**src/verilog/xmpc_pkg.sv**
```systemverilog
package xmpc_pkg;

    // =====================================================================
    // Register map in external data space.
    // =====================================================================
    localparam logic [15:0] XMPC_ADDR_CONFIG = 16'h0200;
    localparam logic [15:0] XMPC_ADDR_LOW    = 16'h0201;
    localparam logic [15:0] XMPC_ADDR_HIGH   = 16'h0202;
    localparam logic [15:0] XMPC_AUX_TOP     = 16'h0200;

    // =====================================================================
    // Field positions and reset values.
    // =====================================================================
    localparam int          XMPC_LOW_SEL_BIT  = 3;
    localparam int          XMPC_HIGH_SEL_BIT = 4;
    localparam logic [7:0]  XMPC_CFG_MASK     = 8'h18;
    localparam logic [7:0]  XMPC_RST_BYTE     = 8'h00;
    localparam logic [7:0]  XMPC_ZERO_BYTE    = 8'h00;

    // =====================================================================
    // Carriers.
    // =====================================================================
    typedef struct packed {
        logic        wr;
        logic        rd;
        logic [15:0] addr;
        logic [7:0]  wdata;
    } xmpc_xreq_t;

    typedef struct packed {
        logic        aux_ram_disable;
        logic        extended_addressing_mode;
        logic        port4_bit3_latch;
    } xmpc_gate_t;

    typedef enum logic [1:0] {
        XMPC_REG_CONFIG = 2'b00,
        XMPC_REG_LOW    = 2'b01,
        XMPC_REG_HIGH   = 2'b10,
        XMPC_REG_NONE   = 2'b11
    } xmpc_reg_sel_t;

endpackage

```
**src/verilog/xmpc_pin_sync.sv**
```systemverilog
`timescale 1ns/1ns
module xmpc_pin_sync #(
    parameter int WIDTH = 1
) (
    input  wire logic             core_clk,   // Core clock.
    input  wire logic             rst_b,      // Async reset, active low.
    input  wire logic [WIDTH-1:0] async_in,   // Pin level.
    output logic      [WIDTH-1:0] sync_out    // Synchronised level.
);
    import xmpc_pkg::*;

    logic [WIDTH-1:0] meta_q;
    logic [WIDTH-1:0] meta_d;
    logic [WIDTH-1:0] sync_q;
    logic [WIDTH-1:0] sync_d;

    // =====================================================================
    // Two-stage synchroniser; only the second stage is read outside.
    // =====================================================================
    always_comb begin
        meta_d = async_in;
        sync_d = meta_q;
    end

    always_ff @(posedge core_clk or negedge rst_b) begin
        if (!rst_b) begin
            meta_q <= '0;
            sync_q <= '0;
        end else begin
            meta_q <= meta_d;
            sync_q <= sync_d;
        end
    end

    assign sync_out = sync_q;

endmodule

```
**src/verilog/xmpc_ext_mem_port.sv**
```systemverilog
`timescale 1ns/1ns
module xmpc_ext_mem_port (
    input  wire logic               core_clk,                  // 250 MHz core clock.
    input  wire logic               rst_b,                     // Async reset, active low.
    input  wire logic               external_access_input_b,   // Pin, low selects external code.
    input  wire xmpc_pkg::xmpc_xreq_t xreq,                    // External data move request.
    input  wire xmpc_pkg::xmpc_gate_t gate,                    // Access gating controls.
    input  wire logic               addr_latch_en,             // Address latch enable strobe.
    input  wire logic [7:0]         internal_low_address,      // Internal low address byte.
    input  wire logic [7:0]         internal_high_address_bus, // Internal high address bus.
    output logic      [7:0]         xrdata,                    // Register read data.
    output logic                    xrdata_valid,              // Register read answered.
    output logic                    ext_wr_strobe,             // External write strobe enable.
    output logic                    ext_rd_strobe,             // External read strobe enable.
    output logic                    internal_rom_enable,       // Internal program ROM enable.
    output logic                    data_only_mux_port,        // Multiplexed port carries data only.
    output logic      [7:0]         low_address_port,          // Low-address port pins.
    output logic      [7:0]         high_address_port          // High-address port pins.
);
    import xmpc_pkg::*;

    logic          ext_access_sync;
    logic [7:0]    cfg_q;
    logic [7:0]    cfg_d;
    logic [7:0]    low_val_q;
    logic [7:0]    low_val_d;
    logic [7:0]    high_val_q;
    logic [7:0]    high_val_d;
    logic [7:0]    low_addr_q;
    logic [7:0]    low_addr_d;
    logic [7:0]    rdata_q;
    logic [7:0]    rdata_d;
    logic          rvalid_q;
    logic          rvalid_d;
    logic          access_ok;
    logic          hit;
    logic          below_aux;
    xmpc_reg_sel_t sel;
    logic          low_is_addr;
    logic          high_is_addr;

    // =====================================================================
    // External access pin synchroniser.
    // =====================================================================
    xmpc_pin_sync #(
        .WIDTH (1)
    ) u_ea_sync (
        .core_clk (core_clk),
        .rst_b    (rst_b),
        .async_in (external_access_input_b),
        .sync_out (ext_access_sync)
    );

    // =====================================================================
    // Address decode and access gating.
    // =====================================================================
    always_comb begin
        case (xreq.addr)
            XMPC_ADDR_CONFIG: sel = XMPC_REG_CONFIG;
            XMPC_ADDR_LOW:    sel = XMPC_REG_LOW;
            XMPC_ADDR_HIGH:   sel = XMPC_REG_HIGH;
            default:          sel = XMPC_REG_NONE;
        endcase
        if (gate.extended_addressing_mode) begin
            access_ok = !gate.aux_ram_disable;
        end else begin
            access_ok = gate.port4_bit3_latch;
        end
        hit       = (sel != XMPC_REG_NONE) && access_ok;
        below_aux = xreq.addr < XMPC_AUX_TOP;
    end

    // External strobes are withheld for register hits and for suppressed aux RAM.
    always_comb begin
        ext_wr_strobe = xreq.wr && !hit;
        ext_rd_strobe = xreq.rd && !hit;
        if (gate.extended_addressing_mode && gate.aux_ram_disable && below_aux) begin
            ext_wr_strobe = 1'b0;
            ext_rd_strobe = 1'b0;
        end
    end

    // =====================================================================
    // Register file.
    // =====================================================================
    always_comb begin
        cfg_d      = cfg_q;
        low_val_d  = low_val_q;
        high_val_d = high_val_q;
        rdata_d    = rdata_q;
        rvalid_d   = 1'b0;
        if (xreq.wr && hit) begin
            case (sel)
                XMPC_REG_CONFIG: cfg_d      = xreq.wdata & XMPC_CFG_MASK;
                XMPC_REG_LOW:    low_val_d  = xreq.wdata;
                XMPC_REG_HIGH:   high_val_d = xreq.wdata;
                default:         cfg_d      = cfg_q;
            endcase
        end
        if (xreq.rd && hit) begin
            rvalid_d = 1'b1;
            case (sel)
                XMPC_REG_CONFIG: rdata_d = cfg_q;
                XMPC_REG_LOW:    rdata_d = low_val_q;
                XMPC_REG_HIGH:   rdata_d = high_val_q;
                default:         rdata_d = XMPC_ZERO_BYTE;
            endcase
        end
    end

    // =====================================================================
    // Port role selection.
    // =====================================================================
    always_comb begin
        internal_rom_enable = ext_access_sync;
        data_only_mux_port  = ext_access_sync;
        if (!ext_access_sync) begin
            low_is_addr  = 1'b1;
            high_is_addr = 1'b1;
        end else begin
            low_is_addr  = cfg_q[XMPC_LOW_SEL_BIT];
            high_is_addr = cfg_q[XMPC_HIGH_SEL_BIT];
        end
        low_addr_d = low_addr_q;
        if (addr_latch_en) begin
            low_addr_d = internal_low_address;
        end
    end

    always_ff @(posedge core_clk or negedge rst_b) begin
        if (!rst_b) begin
            cfg_q      <= XMPC_RST_BYTE;
            low_val_q  <= XMPC_RST_BYTE;
            high_val_q <= XMPC_RST_BYTE;
            low_addr_q <= XMPC_RST_BYTE;
            rdata_q    <= XMPC_RST_BYTE;
            rvalid_q   <= 1'b0;
        end else begin
            cfg_q      <= cfg_d;
            low_val_q  <= low_val_d;
            high_val_q <= high_val_d;
            low_addr_q <= low_addr_d;
            rdata_q    <= rdata_d;
            rvalid_q   <= rvalid_d;
        end
    end

    // Low port: latched address or general-purpose value.
    assign low_address_port = low_is_addr ? low_addr_q : low_val_q;
    // High port: unlatched internal address bus or the software latch.
    assign high_address_port = high_is_addr ? internal_high_address_bus
                                            : high_val_q;
    assign xrdata       = rdata_q;
    assign xrdata_valid = rvalid_q;

    // =====================================================================
    // Checks.
    // =====================================================================
    chk_low_gp_value: assert property (@(posedge core_clk) disable iff (!rst_b)
        (ext_access_sync && !cfg_q[XMPC_LOW_SEL_BIT]) |-> low_address_port == low_val_q)
        else $error("Low port not showing its register.");

    chk_low_addr_latch: assert property (@(posedge core_clk) disable iff (!rst_b)
        (addr_latch_en ##1 (low_is_addr && !addr_latch_en))
            |-> low_address_port == $past(internal_low_address))
        else $error("Low address not latched on strobe.");

    chk_high_passthru: assert property (@(posedge core_clk) disable iff (!rst_b)
        (!ext_access_sync || cfg_q[XMPC_HIGH_SEL_BIT])
            |-> high_address_port == internal_high_address_bus)
        else $error("High address not passed through.");

    chk_ext_forces_addr: assert property (@(posedge core_clk) disable iff (!rst_b)
        !ext_access_sync |-> (low_address_port == low_addr_q) && !internal_rom_enable)
        else $error("External access did not force address role.");

    chk_low_reg_write: assert property (@(posedge core_clk) disable iff (!rst_b)
        (xreq.wr && access_ok && xreq.addr == XMPC_ADDR_LOW)
            |=> low_val_q == $past(xreq.wdata))
        else $error("Low register write lost.");

    chk_gate_mode0: assert property (@(posedge core_clk) disable iff (!rst_b)
        (xreq.wr && !gate.extended_addressing_mode && !gate.port4_bit3_latch)
            |=> $stable(cfg_q) && $stable(high_val_q) && $stable(low_val_q))
        else $error("Register write passed while gated off.");

    chk_strobe_suppress: assert property (@(posedge core_clk) disable iff (!rst_b)
        (gate.extended_addressing_mode && gate.aux_ram_disable && below_aux)
            |-> !ext_wr_strobe && !ext_rd_strobe)
        else $error("Strobe not suppressed below aux top.");

    chk_read_answer: assert property (@(posedge core_clk) disable iff (!rst_b)
        (xreq.rd && hit && xreq.addr == XMPC_ADDR_HIGH)
            |-> !ext_rd_strobe ##1 (xrdata_valid && xrdata == $past(high_val_q)))
        else $error("Register read answer wrong.");

    // =====================================================================
    // Port roles.
    // =====================================================================
    // Roles are judged from the pin and the select bits, not from the mux selects.
    chk_low_addr_role: assert property (@(posedge core_clk) disable iff (!rst_b)
        (!ext_access_sync || cfg_q[XMPC_LOW_SEL_BIT])
            |-> low_address_port == low_addr_q)
        else $error("Low port not showing latched address.");

    chk_low_addr_hold: assert property (@(posedge core_clk) disable iff (!rst_b)
        !addr_latch_en |=> $stable(low_addr_q))
        else $error("Low address latch moved without strobe.");

    chk_high_gp_value: assert property (@(posedge core_clk) disable iff (!rst_b)
        (ext_access_sync && !cfg_q[XMPC_HIGH_SEL_BIT])
            |-> high_address_port == high_val_q)
        else $error("High port not showing its register.");

    chk_high_addr_role: assert property (@(posedge core_clk) disable iff (!rst_b)
        (ext_access_sync && !cfg_q[XMPC_LOW_SEL_BIT] && cfg_q[XMPC_HIGH_SEL_BIT])
            |-> (high_address_port == internal_high_address_bus)
                && (low_address_port == low_val_q))
        else $error("High address role not independent.");

    chk_split_roles: assert property (@(posedge core_clk) disable iff (!rst_b)
        (ext_access_sync && cfg_q[XMPC_LOW_SEL_BIT] && !cfg_q[XMPC_HIGH_SEL_BIT])
            |-> (low_address_port == low_addr_q) && (high_address_port == high_val_q))
        else $error("Low address role not independent.");

    chk_rom_follows_pin: assert property (@(posedge core_clk) disable iff (!rst_b)
        $changed(internal_rom_enable)
            |-> internal_rom_enable == $past(external_access_input_b, 2))
        else $error("ROM enable does not follow the pin.");

    // =====================================================================
    // Register contents and gating.
    // =====================================================================
    chk_cfg_write_mask: assert property (@(posedge core_clk) disable iff (!rst_b)
        (xreq.wr && access_ok && xreq.addr == XMPC_ADDR_CONFIG)
            |=> cfg_q == ($past(xreq.wdata) & XMPC_CFG_MASK))
        else $error("Config write not masked to select bits.");

    chk_cfg_spare_zero: assert property (@(posedge core_clk) disable iff (!rst_b)
        (cfg_q & ~XMPC_CFG_MASK) == XMPC_ZERO_BYTE)
        else $error("Config spare bits not zero.");

    chk_high_reg_write: assert property (@(posedge core_clk) disable iff (!rst_b)
        (xreq.wr && access_ok && xreq.addr == XMPC_ADDR_HIGH)
            |=> high_val_q == $past(xreq.wdata))
        else $error("High register write lost.");

    chk_gate_mode1: assert property (@(posedge core_clk) disable iff (!rst_b)
        (xreq.wr && gate.extended_addressing_mode && gate.aux_ram_disable)
            |=> $stable(cfg_q) && $stable(high_val_q) && $stable(low_val_q))
        else $error("Register write passed with aux RAM disabled.");

    chk_mode1_latch_free: assert property (@(posedge core_clk) disable iff (!rst_b)
        (xreq.wr && gate.extended_addressing_mode && !gate.aux_ram_disable
            && !gate.port4_bit3_latch && xreq.addr == XMPC_ADDR_LOW)
            |=> low_val_q == $past(xreq.wdata))
        else $error("Extended mode write wrongly needed latch.");

    chk_ext_rd_passes: assert property (@(posedge core_clk) disable iff (!rst_b)
        (xreq.rd && !hit && !below_aux)
            |-> ext_rd_strobe)
        else $error("External read strobe wrongly withheld.");

    // =====================================================================
    // Reads.
    // =====================================================================
    chk_unmapped_no_valid: assert property (@(posedge core_clk) disable iff (!rst_b)
        (xreq.rd && (xreq.addr < XMPC_ADDR_CONFIG || xreq.addr > XMPC_ADDR_HIGH))
            |=> !xrdata_valid)
        else $error("Unmapped read answered as register.");

    chk_hit_no_strobe: assert property (@(posedge core_clk) disable iff (!rst_b)
        hit |-> !ext_wr_strobe && !ext_rd_strobe)
        else $error("Register hit reached the external bus.");

    chk_valid_needs_read: assert property (@(posedge core_clk) disable iff (!rst_b)
        xrdata_valid
            |-> $past(xreq.rd) && $past(hit))
        else $error("Read valid without register read.");

    chk_rdata_holds: assert property (@(posedge core_clk) disable iff (!rst_b)
        !(xreq.rd && hit)
            |=> $stable(xrdata))
        else $error("Read data changed without register read.");

endmodule

```
**config.mk**
```make
export PLATFORM = sky130hd
export DESIGN_NAME = xmpc_ext_mem_port
export DESIGN_NICKNAME = d
export VERILOG_FILES = /design/src/verilog/xmpc_pkg.sv /design/src/verilog/xmpc_pin_sync.sv /design/src/verilog/xmpc_ext_mem_port.sv
export SDC_FILE = /design/constraint.sdc
export NUM_CORES = 1
export LEC_CHECK = 0
export BUFFER_PORTS_ARGS = -buffer_cell sky130_fd_sc_hd__buf_2
export CORE_ASPECT_RATIO = 1.4
export CORE_UTILIZATION = 40
export CTS_BUF_LIST = sky130_fd_sc_hd__clkbuf_16
export CTS_CLUSTER_DIAMETER = 60
export DETAILED_ROUTE_END_ITERATION = 8
export GPL_TIMING_DRIVEN = 0
export HOLD_SLACK_MARGIN = 0.02
export PLACE_DENSITY = 0.65
export REMOVE_ABC_BUFFERS = 1
export SYNTH_ARGS = -nofsm -noshare
export SYNTH_HDL_FRONTEND = slang
export SYNTH_SLANG_ARGS = --single-unit
```
**constraint.sdc**
```tcl
create_clock -name core_clk -period 2 [get_ports core_clk]
set_input_delay 0.2 -clock core_clk [delete_from_list [all_inputs] [get_ports core_clk]]
set_output_delay 0.2 -clock core_clk [all_outputs]
set_load 0.1 [all_outputs]
```
==> flow_metrics.tcl, run 1 <==
set metrics [dict create \
    result_of_the_run "complete, no violations" \
    final.period_utilization_pct 95.41 \
    worst-slew-pin-transition_ns 0.8181 \
    regToRegEndpoint "xrdata[4]" \
    grt_util_all_layers_pct 17.89 \
    synthesis.instances 138 \
    fp-row-count 29 \
    insertion_delay_to_the_later_sink_of_the_worst_skew_pair_ns 0.28 \
    grt_antenna_before_repair 0 \
    viasPerCell 5.043 \
    drc_errors 0 \
    synthFlopType "dfrtp_1" \
    timing.final.ws_setup_ns 0.09172 \
    port_buffers 77 \
    async_reset_ff_share_pct 100.0 \
    synth_largest_type_area_fraction_pct 49.07 \
    maximum_vdd_ir_drop_mv 0.5809 \
    rsz0062_at_grt "no" \
    iter_0_drt_violations 75 \
    worst_ep_arrival_time_ns 1.71 \
    dpl.hpwl_um 3016 \
    antenna-diode-count 0 \
    postSynthAreaPerCell_um2 13.67 \
    p_leak_uw 0.001274 \
    crit_path_start_kind "flip-flop" \
    grt_overflow 0 \
    number_of_placed_i_o_pins 78 \
    ys_types 27 \
    footprint_of_the_multi_input_gates_um2 942.2 \
    cts_inserted_buffers 5 \
    cp_data_required_time_ns 1.80 \
    clkSinkCount 37 \
    register_to_register_path_depth 4 \
    finish.utilization_pct 54.98 \
    synth.yosys.warnings 0 \
    netlist_top_cells_area "dfrtp_1, mux2_2, mux2_1, a22oi_1, nand4_4" \
    critPathKind "reg -> out" \
    cts_max_level 2 \
    worstPathCellList "nand2b_1, mux2_2, clkbuf_4" \
    max-cap-violations 0 \
    area_growth_syn_to_layout_pct 32.16 \
    place_inst 271 \
    cts_root_buffer "clkbuf_16" \
    die_h_um 83.27 \
    power.density_nw_per_um2 743.1 \
    filler_cell_count 400 \
    stdcell_area_um2 2494 \
    global_route.usage.met3_pct 5.763 \
    worst_slew_margin_rel_pct 45.46 \
    clock_tree_from_tritoncts "yes" \
    synth_top_cells_by_count "mux2_2, dfrtp_1, nor2_1" \
    synth_sequential_area_ratio_pct 49.07 \
    postRouteAntennaNets 0 \
    total_power_uw 1853 \
    grt_pass1_wl_um 6506 \
    post_route_cells_drive_above_1_share_pct 62.67 \
    final_nets 266 \
    number_of_global_route_vias_before_repair 1418 \
    met2_usage_in_global_routing_pct 29.39 \
    yosysMostFrequentCell "mux2_2" \
    ys_ff_latch 37 \
    worst-r2r-setup-slack_ns 0.80 \
    drt_pass1_iterations 4 \
    max-clock-path-buffers 2 \
    critical-path-slowest-cell "dfrtp_1" \
    layoutNonFillerInstCount 279 \
    placedInstanceArea_um2 2323 \
    crit_path_max_fanout 8 \
    final.setup_skew_ns 0.002837 \
    timing.final.setup_violations 0 \
    cts.clk_slew.worst_paths_ns 0.05 \
    hold_violations 0 \
    routed_wire_length_per_instance_um 13.80 \
    grt-busiest-layer "met2" \
    start_util_pct 41.60 \
    synthesized_area_um2 1887 \
    finalWirelength_um 3851 \
    achievable-frequency_mhz 524.0 \
    finalWeightedCongestion 0.7109 \
    synth_edf_count 0 \
    drv_slew 0 \
    layout_min_cycle_time_ns 1.908 \
    die_w_um 60.05 \
    timing.critical_path.to_type "output port" \
    crit_path_max_incr_delay_ns 0.40 \
    area.sequential_um2 925.9 \
    routed-via-count 1407 \
    dp_slack_ns 0.1376 \
    core_area_um2 4536 \
    reg2reg_from "low_val_q[4]" \
    grt_start_max_net_pins 38 \
    met1_usage_pct 21.00 \
    die_area_um2 5000 \
    worst_hold_path_type "in -> async" \
    synth_top_area_cell "dfrtp_1" \
]
==> per-layer routing <==
layer,vias up,wire [um]
met5,-,0
met3,6,227
li1,673,-
met1,671,1576
met2,57,1984
met4,0,62
==> area by class of cell <==
| class | count | share of cell area [%] |
|---|---|---|
| Multi-Input combinational cell | 95 | 37.78 |
| Clock inverter | 2 | 0.3011 |
| Clock buffer | 5 | 5.018 |
| Sequential cell | 37 | 37.13 |
| Timing Repair Buffer | 78 | 16.66 |
| Tap cell | 62 | 3.111 |
==> what timing repair did <==
action                                  in CTS  in global routing
hold endpoints to repair                     0                  1
gates resized for setup                      2                  8
hold buffers                                 0                  1
endpoints found under the setup margin       9                 15
buffers inserted                             0                  0
==> layout by cell type, fill, tap and decap left out, types with 2 or more instances in the layout <==
cell type and count:
a21boi_0 2, a22oi_1 6, a2bb2oi_1 2, buf_2 69, clkbuf_16 5, clkbuf_4 7
dfrtp_1 37, mux2_1 6, mux2_2 44, mux2i_1 2, nand2_1 4, nand4_1 2
nand4_4 2, nor2_1 10, nor2b_1 2
==> critical path, delay by kind of cell, from the launching register on <==
family        cells  cell delay [ns]
flops             1             0.40
buf+inv           1             0.28
simple gates      1             0.36
mux               1             0.38
==> cells by family (layout without fill, tap and decap cells) <==
logic type	after synthesis	count (layout)	synth area share, %
DFF	37	37	49.07
and+or+nand+nor	30	30	12.60
muxes	52	52	30.90
buffers and inverters	6	85	1.392
AOI/OAI and AO/OA	13	13	6.035
==> power breakdown <==
group | internal [uW] | switching (uW) | total (uW) | leakage, uW
registers | 768 | 8.84 | 777 | 0.000494
logic | 101 | 267 | 368 | 0.000711
clock network | 444 | 264 | 708 | 0.0000685
total | 1310 | 540 | 1850 | 0.00127
==> flip-flops by register name (all words and copies together), names as in the netlist <==
signal              cells
xrdata                  8
xrdata_valid            1
high_val_q              8
low_val_q               8
u_ea_sync.meta_q        1
u_ea_sync.sync_out      1
cfg_q                   2
low_addr_q              8
==> metrics by stage <==
step           hold WS, ns  setup TNS, ns
2_1_floorplan     -0.09559         -15.76
3_3_place_gp        0.3083              0
3_5_place_dp        0.3093              0
4_1_cts            0.02175              0
5_1_grt            0.09364              0
6_report           0.01966              0
==> worst max-delay path by stage <==
stage,depth (start not counted),endpoint,startpoint,slack (ns)
after CTS,3,high_address_port[7],cfg_q[4],0.008
after global placement,3,low_address_port[3],u_ea_sync.sync_out,0.15
after detailed placement,3,low_address_port[3],u_ea_sync.sync_out,0.14
after global routing,3,high_address_port[7],u_ea_sync.sync_out,0.01
final,3,high_address_port[7],u_ea_sync.sync_out,0.09
after floorplan,3,ext_rd_strobe,gate[0],-0.94
Power figures use the tool's default switching activity.
==> run 2, diff against run 1 <==
--- a/config.mk
+++ b/config.mk
@@ -11,10 +11,10 @@
 export CTS_BUF_LIST = sky130_fd_sc_hd__clkbuf_16
 export CTS_CLUSTER_DIAMETER = 60
 export DETAILED_ROUTE_END_ITERATION = 8
-export GPL_TIMING_DRIVEN = 0
 export HOLD_SLACK_MARGIN = 0.02
 export PLACE_DENSITY = 0.65
 export REMOVE_ABC_BUFFERS = 1
+export SETUP_SLACK_MARGIN = 0.1
 export SYNTH_ARGS = -nofsm -noshare
 export SYNTH_HDL_FRONTEND = slang
 export SYNTH_SLANG_ARGS = --single-unit
==> run 2 against run 1 <==
Effect of this change:
- sequential cell count unchanged
- count of clock-buffer cells in the layout unchanged
- final area rose by 1.5%
- maximum frequency increased by 5.1%
- via count down 1.6%
- utilization rose by 0.83 points
- global-route usage is essentially flat
- clock skew grew 0.0012 ns
- combinational power is 3% higher
- cell count is 0.36% higher
- clock power up 3.1%
- critical endpoint is now low_address_port[6]
- largest cell class unchanged
- highest routed layer unchanged
==> flow_metrics.tcl, run 2 (synthesis results as in run 1) <==
set metrics [dict create \
    most-common-layout-cells "buf_2, mux2_2, dfrtp_1" \
    die_h_um 83.27 \
    timing.critical_path.to_type "output port" \
    finalWeightedCongestion 0.7465 \
    viasPerCell 4.943 \
    critical-path-slowest-cell "dfrtp_1" \
    dpl.hpwl_um 3215 \
    drc_errors 0 \
    die_w_um 60.05 \
    cts_max_level 2 \
    final_nets 267 \
    grt_util_all_layers_pct 17.86 \
    iter_0_drt_violations 37 \
    most_common_cell_after_layout_fill_and_taps_aside "buf_2" \
    die_area_um2 5000 \
    final.period_utilization_pct 90.75 \
    critPathKind "reg -> out" \
    insertion_delay_to_the_later_sink_of_the_worst_skew_pair_ns 0.27 \
    worst-slew-pin-transition_ns 0.8233 \
    core_area_um2 4536 \
    finalWirelength_um 4057 \
    filler_cell_count 427 \
    grt_overflow 0 \
    cts_inserted_buffers 5 \
    fp-row-count 29 \
    worst_ep_arrival_time_ns 1.61 \
    stdcell_area_um2 2531 \
    final.setup_skew_ns 0.004044 \
    grt_start_max_net_pins 38 \
    port_buffers 77 \
    clock_tree_from_tritoncts "yes" \
    worst_slew_margin_rel_pct 45.12 \
    hold_violations 0 \
    max-clock-path-buffers 2 \
    p_leak_uw 0.001292 \
    routed_wire_length_per_instance_um 14.49 \
    timing.final.setup_violations 0 \
    drt_pass1_iterations 4 \
    antenna-diode-count 0 \
    rsz0062_at_grt "yes" \
    start_util_pct 41.60 \
    cp_data_required_time_ns 1.80 \
    register_to_register_path_depth 4 \
    cts_post_setup_buffers_inserted 0 \
    post_route_cells_drive_above_1_share_pct 64.22 \
    crit_path_max_fanout 8 \
    number_of_placed_i_o_pins 78 \
    achievable-frequency_mhz 551.0 \
    grt_pass1_wl_um 6624 \
    result_of_the_run "complete, no violations" \
    regToRegEndpoint "xrdata[4]" \
    area_growth_syn_to_layout_pct 34.15 \
    crit_path_start_kind "flip-flop" \
    clkSinkCount 37 \
    layout_min_cycle_time_ns 1.815 \
    worst-r2r-setup-slack_ns 0.75 \
    number_of_global_route_vias_before_repair 1441 \
    reg2reg_from "low_val_q[4]" \
    postRouteAntennaNets 0 \
    cts_root_buffer "clkbuf_16" \
    worst_hold_path_type "in -> async" \
    crit_path_max_incr_delay_ns 0.38 \
    setup_total_negative_slack_ns 0 \
    max-cap-violations 0 \
    drv_slew 0 \
    cts.clk_slew.worst_paths_ns 0.05 \
    placedInstanceArea_um2 2369 \
    grt_antenna_before_repair 0 \
    worstPathCellList "nor2b_4, mux2_2, buf_2" \
    routed-via-count 1384 \
    power.density_nw_per_um2 744.9 \
    maximum_vdd_ir_drop_mv 0.5286 \
]
==> run 2: metrics by stage <==
step	setup WS, ns	total power, uW	std cells	hold WS (ns)	util [%]
after floorplan	-0.9380	1044	132	-0.09559	-
after global placement	0.1079	1164	273	0.3086	52.22
after detailed placement	0.09976	1167	273	0.3117	52.22
after CTS	0.1033	1902	280	0.02812	55.75
after global routing	0.08421	1944	280	0.02402	55.81
final	0.1851	1886	280	0.02108	55.81
==> run 2: timing repair <==
item                       4_1_cts  5_1_grt
setup endpoints to repair       14        8
hold buffers                     0        0
gates resized for setup          8        1
==> run 2: layer usage <==
| layer | up-vias | part of all wire (%) | global-route usage [%] |
|---|---|---|---|
| met5 | - | 0 | 0 |
| met4 | 0 | 1.6 | 6.342 |
| met3 | 6 | 5.3 | 4.206 |
| met2 | 57 | 51 | 30.00 |
| met1 | 651 | 42 | 21.64 |
| li1 | 670 | - | - |
==> run 2: cell type report <==
class                           count  area, um2  share of cell area, %
Clock buffer                        5      125.1                  4.943
Tap cell                           62      77.57                  3.065
Multi-Input combinational cell     95      944.7                  37.32
Sequential cell                    37      925.9                  36.58
Clock inverter                      2      12.51                 0.4943
Timing Repair Buffer               79      445.4                  17.60
==> run 2: worst max-delay path: cells and delay by family (launching register included) <==
family | cells | cell delay [ns]
flip-flops | 1 | 0.38
buffers and inverters | 1 | 0.29
multiplexers | 1 | 0.36
AND/OR/NAND/NOR | 1 | 0.30
==> run 2: worst max path at each step <==
stage                                  start                    to  slack, ns  depth (start not counted)
after CTS                           cfg_q[4]  high_address_port[2]       0.10                          3
after floorplan                      gate[0]         ext_rd_strobe      -0.94                          3
after global placement    u_ea_sync.sync_out   low_address_port[2]       0.11                          3
final                     u_ea_sync.sync_out   low_address_port[6]       0.19                          3
after detailed placement  u_ea_sync.sync_out   low_address_port[6]        0.1                          3
after global routing      u_ea_sync.sync_out   low_address_port[0]       0.08                          3
==> run 2: where the power goes <==
part,leakage [uW],switching [uW],internal (uW)
registers,0.000494,9.24,767
clock network,0.0000711,279,451
logic,0.000727,270,108
total,0.00129,558,1330
==> run 3, diff against run 2 <==
==> constraint.sdc (replaced) <==
create_clock -name core_clk -period 2 [get_ports core_clk]
set_input_delay 0.2 -clock core_clk [delete_from_list [all_inputs] [get_ports core_clk]]
set_output_delay 0.2 -clock core_clk [all_outputs]
set_load 0.005 [all_outputs]
==> run 3 against run 2 <==
Effect of this change:
- register-to-register slack better by 0.05 ns
- highest routed layer unchanged
- non-clock buffer count up 1
- setup slack better by 0.029 ns
- maximum frequency up 1.6%
- largest power group unchanged
- utilization down 1.2 points
- worst hold slack better by 0.0042 ns
==> flow_metrics.tcl, run 3 (synthesis results as in run 1) <==
set metrics [dict create \
    result_of_the_run "complete, no violations" \
    regToRegEndpoint "xrdata[4]" \
    finish.utilization_pct 54.59 \
    worst-slew-pin-transition_ns 0.8361 \
    grt_util_all_layers_pct 17.94 \
    achievable-frequency_mhz 559.8 \
    viasPerCell 5.054 \
    iter_0_drt_violations 29 \
    most_common_cell_after_layout_fill_and_taps_aside "buf_2" \
    reg2reg_from "low_val_q[4]" \
    path_delay_family "simple AND/OR/NAND/NOR gates" \
    cts.clk_slew.worst_paths_ns 0.05 \
    met2_usage_in_global_routing_pct 30.61 \
    fp-row-count 29 \
    ctsResizeCount 0 \
    most-common-layout-cells "buf_2, mux2_2, dfrtp_1" \
    die_h_um 83.27 \
    die_w_um 60.05 \
    max-cap-violations 0 \
    final.period_utilization_pct 89.32 \
    grt-busiest-layer "met2" \
    cts_max_level 2 \
    p_leak_uw 0.001276 \
    worst_ep_arrival_time_ns 1.59 \
    start_util_pct 41.60 \
    critPathKind "reg -> out" \
    crit_path_max_fanout 8 \
    die_area_um2 5000 \
    final_nets 268 \
    worst_slew_margin_rel_pct 44.26 \
    worst-r2r-setup-slack_ns 0.80 \
    core_area_um2 4536 \
    timing.final.setup_violations 0 \
    rsz0062_at_grt "no" \
    clkSinkCount 37 \
    drt_pass1_iterations 3 \
    register_to_register_path_depth 4 \
    drc_errors 0 \
    finalWirelength_um 4077 \
    met1_usage_pct 20.57 \
    post_route_cells_drive_above_1_share_pct 63.76 \
    grt_antenna_before_repair 0 \
    critical-path-slowest-cell "nand2b_1" \
    crit_path_start "cfg_q[4]" \
    routed-via-count 1415 \
    filler_cell_count 432 \
    number_of_global_route_vias_before_repair 1441 \
    global_route.usage.met3_pct 4.984 \
    power.density_nw_per_um2 675.6 \
    setup_total_negative_slack_ns 0 \
    maximum_vdd_ir_drop_mv 0.5375 \
    area_growth_syn_to_layout_pct 31.23 \
    total_power_uw 1673 \
    cp_num_cells 3 \
    final.setup_skew_ns 0.003144 \
    antenna-diode-count 0 \
    drv_slew 0 \
    grt_overflow 0 \
    cp_data_required_time_ns 1.80 \
    hold_buffer_count_at_cts 0 \
    cts_root_buffer "clkbuf_16" \
    postRouteAntennaNets 0 \
    cts_post_setup_buffers_inserted 0 \
    worst_hold_path_type "in -> async" \
    hold_violations 0 \
    timing.hold.ws_ns 0.02530 \
    crit_path_start_kind "flip-flop" \
    timing.critical_path.to_type "output port" \
    grt_pass1_wl_um 6637 \
    crit_path_max_incr_delay_ns 0.42 \
    critical_path.n_buffers_inverters 1 \
    dpl.hpwl_um 3118 \
    grt_start_max_net_pins 38 \
    finalWeightedCongestion 0.7163 \
    layout_min_cycle_time_ns 1.786 \
    max-clock-path-buffers 2 \
    worstPathCellList "nand2b_1, mux2_2, buf_2" \
    port_buffers 77 \
    cts_inserted_buffers 5 \
    timing.critical_path.to "high_address_port[5]" \
    routed_wire_length_per_instance_um 14.56 \
    clock_tree_from_tritoncts "yes" \
    number_of_placed_i_o_pins 78 \
    insertion_delay_to_the_later_sink_of_the_worst_skew_pair_ns 0.27 \
]
==> run 3: final cells by class <==
| class | count | area (um2) | area share (%) |
|---|---|---|---|
| multi-input cells | 95 | 934.6 | 37.75 |
| flip-flops and latches | 37 | 925.9 | 37.39 |
| repair buffers | 80 | 407.9 | 16.47 |
| clock buffers | 5 | 125.1 | 5.053 |
| well taps | 62 | 77.57 | 3.133 |
| clock inverters | 1 | 5.005 | 0.2021 |
==> run 3: stage by stage <==
stage,instance area [um2],cells,setup WS [ns]
5_1_grt,2476,280,0.1194
4_1_cts,2476,280,0.1940
2_1_floorplan,1861,132,0.5168
3_3_place_gp,2346,274,0.2827
6_report,2476,280,0.2136
3_5_place_dp,2346,274,0.2422
==> run 3: routing by layer <==
layer	share of wire, %	wire, um	vias to the layer above
met3	5.6	228	9
met2	52	2106	56
met1	40	1645	678
li1	-	-	672
met4	2.4	96	0
met5	0	0	-
==> run 3: worst min path at each step <==
stage | end | cells past startpoint | slack (ns) | from
5_1_grt | u_ea_sync.meta_q | 1 | 0.02 | external_access_input_b
4_1_cts | u_ea_sync.meta_q | 1 | 0.02 | external_access_input_b
2_1_floorplan | cfg_q[3] | 0 | -0.1 | rst_b
3_5_place_dp | u_ea_sync.meta_q | 1 | 0.31 | external_access_input_b
6_report | xrdata[6] | 1 | 0.03 | rst_b
3_3_place_gp | u_ea_sync.meta_q | 1 | 0.31 | external_access_input_b
==> run 3: worst reg2reg max path, delay by kind of cell, from the launching register on <==
| family | cells | cell delay [ns] |
|---|---|---|
| compound gates | 1 | 0.20 |
| flops | 1 | 0.39 |
| mux | 2 | 0.43 |
| simple gates | 1 | 0.05 |
==> run 3: power by group <==
group / switching [uW] / total, uW / internal [uW]
registers: 8.93 / 777 / 768
logic: 86.2 / 184 / 97.5
clock network: 268 / 712 / 444
